$ cat src/common/crs_map.vh
`ifndef CRS_MAP_VH
`define CRS_MAP_VH
`define CRS_FLAG_GIE 0
`define CRS_FLAG_ZERO 1
`define CRS_FLAG_CARRY 2
`define CRS_FLAG_SUPER 3
`define CRS_FLAG_BANK 4
`define CRS_FLAG_RSVD_MASK 8'hE0
`define CRS_FLAGS_RST 8'h02
`define CRS_ACC_RST 8'h00
`define CRS_IDX_RST 8'h00
`define CRS_SP_RST 8'h00
`define CRS_PC_RST 16'h0000
`define CRS_FOP_AND 2'h0
`define CRS_FOP_OR 2'h1
`define CRS_FOP_XOR 2'h2
`define CRS_SP_HOLD 2'h0
`define CRS_SP_INC 2'h1
`define CRS_SP_DEC 2'h2
`define CRS_SP_LOAD 2'h3
`endif

$ cat src/hw/crs_core_regs.v
`timescale 1ns/1ps
`include "crs_map.vh"
// ----------------------------------------
// Core register set
// ----------------------------------------
// Registers live outside the software register space; only the execution
// unit drives the write ports below.
module crs_core_regs (
  // Clock and reset
  input wire sys_clk,
  input wire rstn,
  // Program counter control
  input wire pc_inc,
  input wire pc_load,
  input wire [15:0] pc_load_val,
  // Accumulator write
  input wire acc_we,
  input wire [7:0] acc_wdata,
  // Index write
  input wire idx_we,
  input wire [7:0] idx_wdata,
  // Stack pointer control
  input wire [1:0] sp_op,
  input wire [7:0] sp_wdata,
  // Flag updates
  input wire alu_upd_zero,
  input wire alu_upd_carry,
  input wire alu_zero,
  input wire alu_carry,
  input wire flag_op_en,
  input wire [1:0] flag_op,
  input wire [7:0] flag_op_imm,
  input wire super_set_en,
  input wire super_val,
  // Addressing helpers
  input wire [7:0] index_operand,
  output wire [7:0] indexed_addr,
  // Register contents
  output wire [15:0] program_counter,
  output wire [7:0] accumulator,
  output wire [7:0] index_reg,
  output wire [7:0] stack_pointer,
  output wire [7:0] core_flags,
  output wire global_irq_enable,
  output wire reg_bank_select,
  output wire super_mode
);

  reg [15:0] pc_q;
  reg [15:0] pc_d;
  wire pc_wr;

  reg [7:0] acc_q;
  reg [7:0] acc_d;
  reg [7:0] idx_q;
  reg [7:0] idx_d;
  wire [7:0] idx_sum;

  reg [7:0] sp_q;
  reg [7:0] sp_d;
  wire sp_wr;

  reg [7:0] flags_q;
  wire [7:0] flags_d;
  wire flags_wr;

  // ----------------------------------------
  // Helpers
  // ----------------------------------------
  // Eight-bit sum that wraps, shared by the stack steps and indexed addressing
  function [7:0] add8;
    input [7:0] a;
    input [7:0] b;
    begin
      add8 = a + b;
    end
  endfunction

  // Byte write port shared by the accumulator and the index register
  function [7:0] pick8;
    input we;
    input [7:0] new_val;
    input [7:0] old_val;
    begin
      if (we)
      begin
        pick8 = new_val;
      end
      else
      begin
        pick8 = old_val;
      end
    end
  endfunction

  // Load wins over increment, so a jump never also steps
  function [15:0] pc_step;
    input [15:0] cur;
    input inc;
    input load;
    input [15:0] target;
    begin
      if (load)
      begin
        pc_step = target;
      end
      else if (inc)
      begin
        pc_step = cur + 16'h0001;
      end
      else
      begin
        pc_step = cur;
      end
    end
  endfunction

  // Steps wrap modulo 256; nothing detects overflow, software bounds the stack
  function [7:0] sp_step;
    input [7:0] cur;
    input [1:0] op;
    input [7:0] wdata;
    begin
      case (op)
        `CRS_SP_HOLD:
        begin
          sp_step = cur;
        end
        `CRS_SP_INC:
        begin
          sp_step = add8(cur, 8'h01);
        end
        `CRS_SP_DEC:
        begin
          sp_step = add8(cur, 8'hFF);
        end
        `CRS_SP_LOAD:
        begin
          sp_step = wdata;
        end
        default:
        begin
          sp_step = cur;
        end
      endcase
    end
  endfunction

  // One flag bit picked out by its position
  function flag_bit;
    input [7:0] flags;
    input integer pos;
    begin
      flag_bit = flags[pos];
    end
  endfunction

  // ----------------------------------------
  // Program counter
  // ----------------------------------------
  // Full 16-bit wrap, one flat space, so no bank register exists here
  // Holding without a strobe keeps the counter still while the core stalls
  assign pc_wr = pc_load | pc_inc;

  always @*
  begin
    pc_d = pc_step(pc_q, pc_inc, pc_load, pc_load_val);
  end

  always @(posedge sys_clk or negedge rstn)
  begin
    if (!rstn)
    begin
      pc_q <= `CRS_PC_RST;
    end
    else if (pc_wr)
    begin
      pc_q <= pc_d;
    end
  end

  // ----------------------------------------
  // Accumulator
  // ----------------------------------------
  // Takes every source-mode result; nothing in the register space decodes it
  // Only the execution unit raises the strobe
  always @*
  begin
    acc_d = pick8(acc_we, acc_wdata, acc_q);
  end

  always @(posedge sys_clk or negedge rstn)
  begin
    if (!rstn)
    begin
      acc_q <= `CRS_ACC_RST;
    end
    else
    begin
      acc_q <= acc_d;
    end
  end

  // ----------------------------------------
  // Index register
  // ----------------------------------------
  // Loaded only by instructions, like the accumulator
  always @*
  begin
    idx_d = pick8(idx_we, idx_wdata, idx_q);
  end

  always @(posedge sys_clk or negedge rstn)
  begin
    if (!rstn)
    begin
      idx_q <= `CRS_IDX_RST;
    end
    else
    begin
      idx_q <= idx_d;
    end
  end

  // Offset for indexed modes; the sum wraps within the byte
  assign idx_sum = add8(index_operand, idx_q);

  // ----------------------------------------
  // Stack pointer
  // ----------------------------------------
  // Load takes sp_wdata as it stands, for the swap and add cases
  assign sp_wr = (sp_op != `CRS_SP_HOLD);

  always @*
  begin
    sp_d = sp_step(sp_q, sp_op, sp_wdata);
  end

  always @(posedge sys_clk or negedge rstn)
  begin
    if (!rstn)
    begin
      sp_q <= `CRS_SP_RST;
    end
    else if (sp_wr)
    begin
      sp_q <= sp_d;
    end
  end

  // ----------------------------------------
  // Flags
  // ----------------------------------------
  // Zero flag resets set, the other bits clear
  // Any of the four sources may move the register; in a flag-operation cycle the ALU updates are dropped
  assign flags_wr = flag_op_en | alu_upd_zero | alu_upd_carry | super_set_en;

  crs_flag_logic u_flags (
    .flags_cur(flags_q),
    .alu_upd_zero(alu_upd_zero),
    .alu_upd_carry(alu_upd_carry),
    .alu_zero(alu_zero),
    .alu_carry(alu_carry),
    .flag_op_en(flag_op_en),
    .flag_op(flag_op),
    .flag_op_imm(flag_op_imm),
    .super_set_en(super_set_en),
    .super_val(super_val),
    .flags_next(flags_d)
  );

  always @(posedge sys_clk or negedge rstn)
  begin
    if (!rstn)
    begin
      flags_q <= `CRS_FLAGS_RST;
    end
    else if (flags_wr)
    begin
      flags_q <= flags_d;
    end
  end

  // ----------------------------------------
  // Register contents
  // ----------------------------------------
  assign indexed_addr = idx_sum;
  assign program_counter = pc_q;
  assign accumulator = acc_q;
  assign index_reg = idx_q;
  assign stack_pointer = sp_q;

  // ----------------------------------------
  // Flag views
  // ----------------------------------------
  // Direct taps, so they never run ahead of the flag register
  assign core_flags = flags_q;
  assign global_irq_enable = flag_bit(flags_q, `CRS_FLAG_GIE);
  assign reg_bank_select = flag_bit(flags_q, `CRS_FLAG_BANK);
  assign super_mode = flag_bit(flags_q, `CRS_FLAG_SUPER);
endmodule

$ cat src/hw/crs_flag_logic.v
`timescale 1ns/1ps
`include "crs_map.vh"
module crs_flag_logic (
  // Current flags and ALU status
  input wire [7:0] flags_cur,
  input wire alu_upd_zero,
  input wire alu_upd_carry,
  input wire alu_zero,
  input wire alu_carry,
  // Logical operation on the flags
  input wire flag_op_en,
  input wire [1:0] flag_op,
  input wire [7:0] flag_op_imm,
  // Supervisor mode control
  input wire super_set_en,
  input wire super_val,
  // Result
  output reg [7:0] flags_next
);
  reg [7:0] f;
  always @*
  begin
    f = flags_cur;
    if (flag_op_en)
    begin
      case (flag_op)
        `CRS_FOP_AND: f = flags_cur & flag_op_imm;
        `CRS_FOP_OR: f = flags_cur | flag_op_imm;
        `CRS_FOP_XOR: f = flags_cur ^ flag_op_imm;
        default: f = flags_cur;
      endcase
      // Supervisory bit is read-only to user code
      f[`CRS_FLAG_SUPER] = flags_cur[`CRS_FLAG_SUPER];
    end
    else
    begin
      if (alu_upd_zero)
        f[`CRS_FLAG_ZERO] = alu_zero;
      if (alu_upd_carry)
        f[`CRS_FLAG_CARRY] = alu_carry;
    end
    if (super_set_en)
      f[`CRS_FLAG_SUPER] = super_val;
    flags_next = f & ~`CRS_FLAG_RSVD_MASK;
  end
endmodule

$ cat config.mk
export PLATFORM = sky130hd
export DESIGN_NAME = crs_core_regs
export DESIGN_NICKNAME = d
export VERILOG_FILES = /design/src/hw/crs_core_regs.v /design/src/hw/crs_flag_logic.v
export VERILOG_INCLUDE_DIRS = /design/src /design/src/common
export SDC_FILE = /design/constraint.sdc
export NUM_CORES = 1
export LEC_CHECK = 0
export BUFFER_PORTS_ARGS = -buffer_cell sky130_fd_sc_hd__buf_4
export CAP_MARGIN = 20
export CORE_UTILIZATION = 40
export DETAILED_ROUTE_END_ITERATION = 6
export GPL_TIMING_DRIVEN = 0
export PLACE_DENSITY = 0.69
export SLEW_MARGIN = 20
export SYNTH_ARGS = -nofsm -noshare
export SYNTH_HDL_FRONTEND = slang
export SYNTH_HIERARCHICAL = 1
export SYNTH_SLANG_ARGS = --single-unit
$ cat constraint.sdc
create_clock -name sys_clk -period 2.5 [get_ports sys_clk]
set_input_delay 0.25 -clock sys_clk [delete_from_list [all_inputs] [get_ports sys_clk]]
set_output_delay 0.25 -clock sys_clk [all_outputs]
set_load 0.01 [all_outputs]
==> flow_metrics.py, run 1 <==
metrics = {
    "global_routing": {
        "antenna_found_initial": 0,
        "grt_pass1_wl_mm": 12.3,
        "grt.total_usage_pct": 18.5,
        "grt-ovfl-total": 0,
        "grt_max_degree": 49,
        "grt_pass1_vias": 2642,
    },
    "power_and_ir_drop": {
        "switching_share_pct": 34.5,
        "p_seq_share_pct": 40.3,
        "powerDensity_mw_per_mm2": 571,
        "pwr-share-comb_pct": 40.5,
        "p_clk_share_pct": 19.3,
        "p_leak_uw": 0.00199,
        "p_int_uw": 1600,
        "ir_drop_v": 0.000288,
        "p_sw_uw": 842,
    },
    "layout": {
        "largest_reg_flops": 16,
        "drive_gt1_share_pct": 42.6,
        "nets": 543,
        "area_delta_synth_final_pct": 37.6,
        "final_cell_area_mm2": 0.00428,
        "diodes": 0,
    },
    "yosys": {
        "ys_seq_area_share_pct": 38.7,
        "synth_cells": 318,
        "synth_area_per_cell_um2": 9.77,
        "ys_seq_elements": 48,
        "synth_edf_count": 0,
        "synth_area_mm2": 0.00311,
        "ys_warn_count": 6,
        "synth_cell_type_count": 52,
        "async_flop_share_pct": 100,
        "synthFlopType": "dfrtp_1",
    },
    "detailed_routing": {
        "drc_errors": 0,
        "num_vias": 2744,
        "wl_per_cell_um": 13.3,
        "drt_iter0_drc": 48,
        "routed_wl_mm": 7.33,
        "ant_nets": 0,
        "vias_per_cell": 4.97,
        "firstDrtPassIters": 4,
    },
    "run_status": {
        "status": "finished clean",
    },
    "sta": {
        "tns_ns": 0,
        "maxSlewHeadroom_pct": 58.8,
        "setup_violations": 0,
        "fmax_ghz": 0.417,
        "fin_crit_sh_pct": 95.9,
        "rsz0062_at_grt": "false",
        "drv_slew": 0,
        "hold_viol": 0,
        "fin_worst_skew_ns": 0.00435,
        "worstMarginPinSlew_ns": 0.618,
        "period_needed_ns": 2.40,
    },
    "clock_network": {
        "root_buffer": "clkbuf_8",
        "cts_tree": "yes",
        "cts_max_level": 2,
        "clk_latency_ns": 0.30,
        "clock_sinks": 48,
        "cts_buffers": 5,
        "clock_path_buffers": 2,
        "clkTransAtPathRegs_ns": 0.10,
    },
    "placed_design": {
        "dp_hpwl_mm": 5.57,
        "globalplace.congestion": 0.851,
        "placed_cell_area_mm2": 0.00416,
        "io_buffers": 122,
    },
    "flow_run": {
        "drv_cap": 0,
    },
    "floorplanning": {
        "die_area_mm2": 0.00813,
        "core_area_mm2": 0.00737,
        "num_io_pins": 132,
        "dieHeight_um": 90.1,
        "die_w_um": 90.1,
        "rows": 31,
        "initial_core_util_pct": 42.2,
    },
    "worst_setup_path": {
        "r2r_cells": 6,
        "path_max_fanout": 2,
        "end_kind": "primary output",
        "reg2reg_slack_ns": 0.67,
        "arrival_ns": 2.15,
        "r2r_start": "stack_pointer[5]",
        "startpoint": "index_reg[0]",
        "endpoint": "indexed_addr[6]",
        "cp_data_required_time_ns": 2.25,
        "rr_endpoint": "stack_pointer[7]",
        "cp-start-kind": "register",
        "path_class": "register to primary output",
    },
    "worst_hold_path": {
        "hold_class": "input port to register",
    },
}
placed cells by master, fill, tap and decap left out, types with 3 or more instances in the layout:
cell type / count
buf_4: 132
dfrtp_1: 47
nand2_1: 36
mux2_2: 30
ha_1: 17
nand3_1: 16
o21ai_0: 16
nor2_1: 14
xnor2_1: 14
xor2_1: 14
a21oi_1: 11
inv_1: 10
o21ai_1: 10
buf_2: 7
clkbuf_1: 6
nor3_1: 5
nand4_1: 5
clkbuf_8: 5
mux2i_1: 4
a21oi_2: 3
o21bai_1: 3
nor2b_1: 3
conb_1: 3
critical path, cell delays in order, from the launching register on:
cell      delay, ns
dfrtp_1        0.39
ha_1           0.21
fa_2           0.37
a21o_1         0.18
a21oi_2        0.15
o21bai_1       0.10
a21oi_2        0.14
xnor2_1        0.15
buf_4          0.15
repair_timing:
item	CTS	global route
setup buffers	0	2
endpoints found under the setup margin	1	1
hold buffers	1	0
pin swaps	1	1
hold endpoints to repair	47	0
gates resized for setup	2	1
cell type report:
cell class / instances / area (um^2)
Clock inverter: 3 / 18.8
Clock buffer: 5 / 68.8
Multi-Input combinational cell: 237 / 1740
Fill cell: 686 / 3090
Tap cell: 99 / 124
Inverter: 11 / 41.3
Buffer: 24 / 144
Sequential cell: 48 / 1200
Timing Repair Buffer: 125 / 941
cells in the mapped netlist, types with 2 or more instances:
cell       n  area (um^2)
buf_4      8         60.1
nor2_2     2         12.5
nor4_4     2         42.5
or3_1      2         12.5
o22ai_1    2         12.5
nand2_1   36          135
o21ai_0   16         80.1
a21oi_1   13         65.1
buf_2      7         35.0
ha_1      17          213
nor4_1     2         12.5
o21ai_1   10         50.1
inv_1     10         37.5
nand4_1    5         31.3
nor3_1     5         25.0
nor2_1    14         52.6
nand3_1   16         80.1
o32ai_1    2         17.5
xnor2_1   14          123
buf_6      2         22.5
and3_1     2         12.5
nor2b_1    3         18.8
o21bai_1   3         22.5
xor2_1    14          123
dfrtp_1   47         1180
mux2_2    30          338
mux2i_1    4         40.0
clkbuf_1   6         22.5
worst min-delay path by stage:
| stage | cells after the start | startpoint | endpoint |
|---|---|---|---|
| finish | 3 | pc_load_val[0] | program_counter[0] |
| global route | 2 | pc_load | program_counter[15] |
| CTS | 2 | pc_load | program_counter[15] |
| detailed placement | 1 | rstn | stack_pointer[0] |
| global placement | 1 | rstn | stack_pointer[0] |
| floorplan | 0 | rstn | accumulator[0] |
per-layer routing:
metal / global-route usage, % / routed length [um] / vias to the layer above
li1: - / - / 1371
met1: 23.9 / 3340 / 1280
met2: 31.9 / 3540 / 85
met3: 2.79 / 369 / 8
met4: 5.24 / 85 / 0
met5: 0 / 0 / -
metrics by stage:
stage	std cells	total power [uW]	worst slack [ns]	util [%]	hold WS [ns]
2_1_floorplan	320	1550	0.468	-	-0.0456
3_3_place_gp	541	1950	0.308	56.4	0.314
3_5_place_dp	541	1980	0.214	56.4	0.316
4_1_cts	550	2460	0.0127	57.8	0.134
5_1_grt	552	2610	0.0114	58.0	0.134
6_report	552	2440	0.102	58.0	0.148
cell families (layout without fill, tap and decap cells):
kind of cell             count (synthesis)  after routing  synth area share, %
other                                    1              3                0.121
XOR/XNOR                                28             28                 7.89
AND/OR/NAND/NOR                         94             94                 15.7
AO/OA/AOI/OAI                           59             59                 11.6
multiplexers                            35             35                 12.5
buffers and inverters                   35            168                 5.96
flip-flops                              48             48                 38.7
adder cells (fa/ha/maj)                 18             18                 7.49
power by group through the flow:
stage	clock, uW	combinational [uW]	sequential [uW]
5_1_grt	524	1090	1000
3_3_place_gp	0	958	995
6_report	471	989	984
3_5_place_dp	0	978	1000
2_1_floorplan	0	518	1030
4_1_cts	491	984	986
Power figures use the tool's default switching activity.
==> run 2, diff against run 1 <==
ABC_AREA = 1   (was unset)
PLACE_DENSITY = 0.68   (was 0.69)
==> run 2 against run 1 <==
Compared with the run above: critical path depth up 1; clock power rose by 4.9%; area after synthesis up 5.1%; final cell count is 16% higher; die area up 5.0%; first-iteration DRC count is 71% higher; wire length increased by 6.6%; non-clock buffer count fell by 11; maximum frequency up 4.9%; via count rose by 14%; flip-flop and latch count unchanged; critical path type unchanged; critical endpoint unchanged.
==> flow_metrics.py, run 2 <==
metrics = {
    "run_status": {
        "status": "finished clean",
    },
    "global_routing": {
        "grt_pass1_wl_mm": 12.8,
        "grt-ovfl-total": 0,
        "antenna_found_initial": 0,
        "grt.total_usage_pct": 18.5,
        "grt_max_degree": 49,
        "grt_pass1_vias": 2828,
    },
    "yosys": {
        "yosysTopAreaCellShare_pct": 36.0,
        "synthAdderAreaFrac_pct": 7.13,
        "synthXorXnorAreaFrac_pct": 4.83,
        "synth_cells": 407,
        "synthMuxAreaShare_pct": 8.62,
        "yosys.area_share.simple_pct": 24.1,
        "synth_most_common_cell": "nand2_1",
        "synth_edf_count": 0,
        "synth_top_area_cell": "dfrtp_1",
        "async_flop_share_pct": 100,
        "ys_seq_area_share_pct": 36.8,
        "ys_seq_elements": 48,
        "ys_top_cells_by_count": "94 x nand2_1, 47 x dfrtp_1, 45 x inv_1, 45 x nor2_1, 27 x nand3_1",
        "synth_cell_type_count": 41,
        "synthFlopType": "dfrtp_1",
        "synth-compound-area-share_pct": 9.16,
        "ys_warn_count": 6,
        "synth_area_mm2": 0.00327,
        "synth_area_leaders": "dfrtp_1 36%, nand2_1 11%, mux2_2 8.3%, ha_1 6.5%, inv_1 5.2%",
        "synth_top_family_by_area": "simple AND/OR/NAND/NOR gates",
        "synth_area_per_cell_um2": 8.02,
    },
    "power_and_ir_drop": {
        "powerDensity_mw_per_mm2": 561,
        "p_leak_uw": 0.00233,
        "ir_drop_v": 0.000245,
        "finalPower_uw": 2480,
    },
    "floorplanning": {
        "dieHeight_um": 92.4,
        "num_io_pins": 132,
        "rows": 32,
        "die_w_um": 92.4,
        "die_area_mm2": 0.00853,
        "initial_core_util_pct": 41.8,
        "core_area_mm2": 0.00781,
    },
    "worst_hold_path": {
        "min_to": "program_counter[1]",
        "hold_depth": 3,
        "hold_class": "input port to register",
        "holdCritStartpoint": "pc_load_val[1]",
    },
    "sta": {
        "fin_worst_skew_ns": 0.00381,
        "hold_viol": 0,
        "worstMarginPinSlew_ns": 0.626,
        "rsz0062_at_grt": "false",
        "fin_crit_sh_pct": 91.5,
        "fmax_ghz": 0.437,
        "maxSlewHeadroom_pct": 58.1,
        "setup_violations": 0,
        "tns_ns": 0,
        "period_needed_ns": 2.29,
        "drv_slew": 0,
    },
    "placed_design": {
        "globalplace.congestion": 0.829,
        "io_buffers": 123,
        "dp_hpwl_mm": 6.14,
        "dp_cells": 634,
    },
    "clock_network": {
        "clock_path_buffers": 2,
        "post-cts-setup-buffers": 0,
        "cts_max_level": 2,
        "cts_buffers": 5,
        "clk_latency_ns": 0.30,
        "clkTransAtPathRegs_ns": 0.09,
        "cts_tree": "yes",
        "clock_sinks": 48,
        "root_buffer": "clkbuf_8",
    },
    "layout": {
        "final_common_cell": "buf_4",
        "drive_gt1_share_pct": 33.3,
        "final_cell_mix": "130 x buf_4, 94 x nand2_1, 47 x dfrtp_1",
        "largest_reg_flops": 16,
        "nets": 631,
        "area_delta_synth_final_pct": 35.6,
        "final_cells": 643,
        "fill_cells": 737,
        "diodes": 0,
    },
    "detailed_routing": {
        "routed_wl_mm": 7.81,
        "firstDrtPassIters": 4,
        "drc_errors": 0,
        "vias_per_cell": 4.88,
        "ant_nets": 0,
        "wl_per_cell_um": 12.1,
        "drt_iter0_drc": 82,
        "num_vias": 3135,
    },
    "worst_setup_path": {
        "r2r_start": "stack_pointer[1]",
        "path_class": "register to primary output",
        "cp-start-kind": "register",
        "reg2reg_slack_ns": 0.90,
        "r2r_cells": 12,
        "path_max_fanout": 3,
        "rr_endpoint": "stack_pointer[4]",
        "end_kind": "primary output",
        "arrival_ns": 2.04,
        "cp_data_required_time_ns": 2.25,
    },
    "flow_run": {
        "drv_cap": 0,
    },
}
## run 2: layout make-up
| cell class | instances | area (um^2) | share of cell area, % |
|---|---|---|---|
| repair buffers | 124 | 933 | 21.1 |
| multi-input cells | 297 | 1770 | 39.9 |
| clock inverters | 1 | 7.51 | 0.170 |
| clock buffers | 7 | 86.3 | 1.95 |
| inverters | 50 | 201 | 4.55 |
| plain buffers | 14 | 101 | 2.29 |
| well taps | 102 | 128 | 2.88 |
| flip-flops and latches | 48 | 1200 | 27.2 |
## run 2: what timing repair did
item	CTS	global route
resized for setup	0	0
hold buffers	1	0
endpoints found under the hold margin	36	0
## run 2: per-stage QoR
stage	cell area [um^2]	utilization (%)	setup WS [ns]	hold slack, ns
final	4430	56.7	0.214	0.162
after global routing	4430	56.7	0.0647	0.150
after CTS	4430	56.7	0.179	0.156
after detailed placement	4320	55.4	0.530	0.318
after global placement	4320	55.4	0.563	0.312
after floorplan	3270	-	0.710	-0.0456
## run 2: worst max-delay path by stage
stage,from,end,slack (ns),cells after the start
after floorplan,index_reg[0],indexed_addr[6],0.71,8
after global placement,index_reg[0],indexed_addr[6],0.56,9
after detailed placement,index_reg[0],indexed_addr[6],0.53,9
after CTS,index_reg[0],indexed_addr[6],0.18,9
after global routing,index_reg[0],indexed_addr[6],0.06,9
final,index_reg[0],indexed_addr[6],0.21,9
## run 2: worst max-delay path, cell delays in order, from the launching register on
cell     delay (ns)
dfrtp_1        0.41
ha_1           0.23
fa_1           0.40
nand3_1        0.09
nand2_1        0.08
nand2_1        0.07
a21oi_1        0.06
nor2_1         0.12
xnor2_1        0.14
buf_4          0.14
## run 2: cell families after synthesis
group                      Yosys count
and+or+nand+nor                    184
xor gates and xnor gates            18
DFF                                 48
AOI/OAI and AO/OA                   49
adders and majority gates           18
other                                1
buffers and inverters               64
muxes                               25
## run 2: power breakdown
group / internal, uW / switching, uW / leakage, uW / total (uW)
logic: 498 / 489 / 0.00172 / 987
clock network: 225 / 268 / 0.0000445 / 494
registers: 884 / 118 / 0.000562 / 1000
## run 2: routing by layer
metal / up-vias / track usage, % / routed length, um
li1: 1576 / - / -
met1: 1470 / 23.7 / 3540
met2: 83 / 33.0 / 3840
met3: 6 / 2.71 / 365
met4: 0 / 3.91 / 70
met5: - / 0 / 0
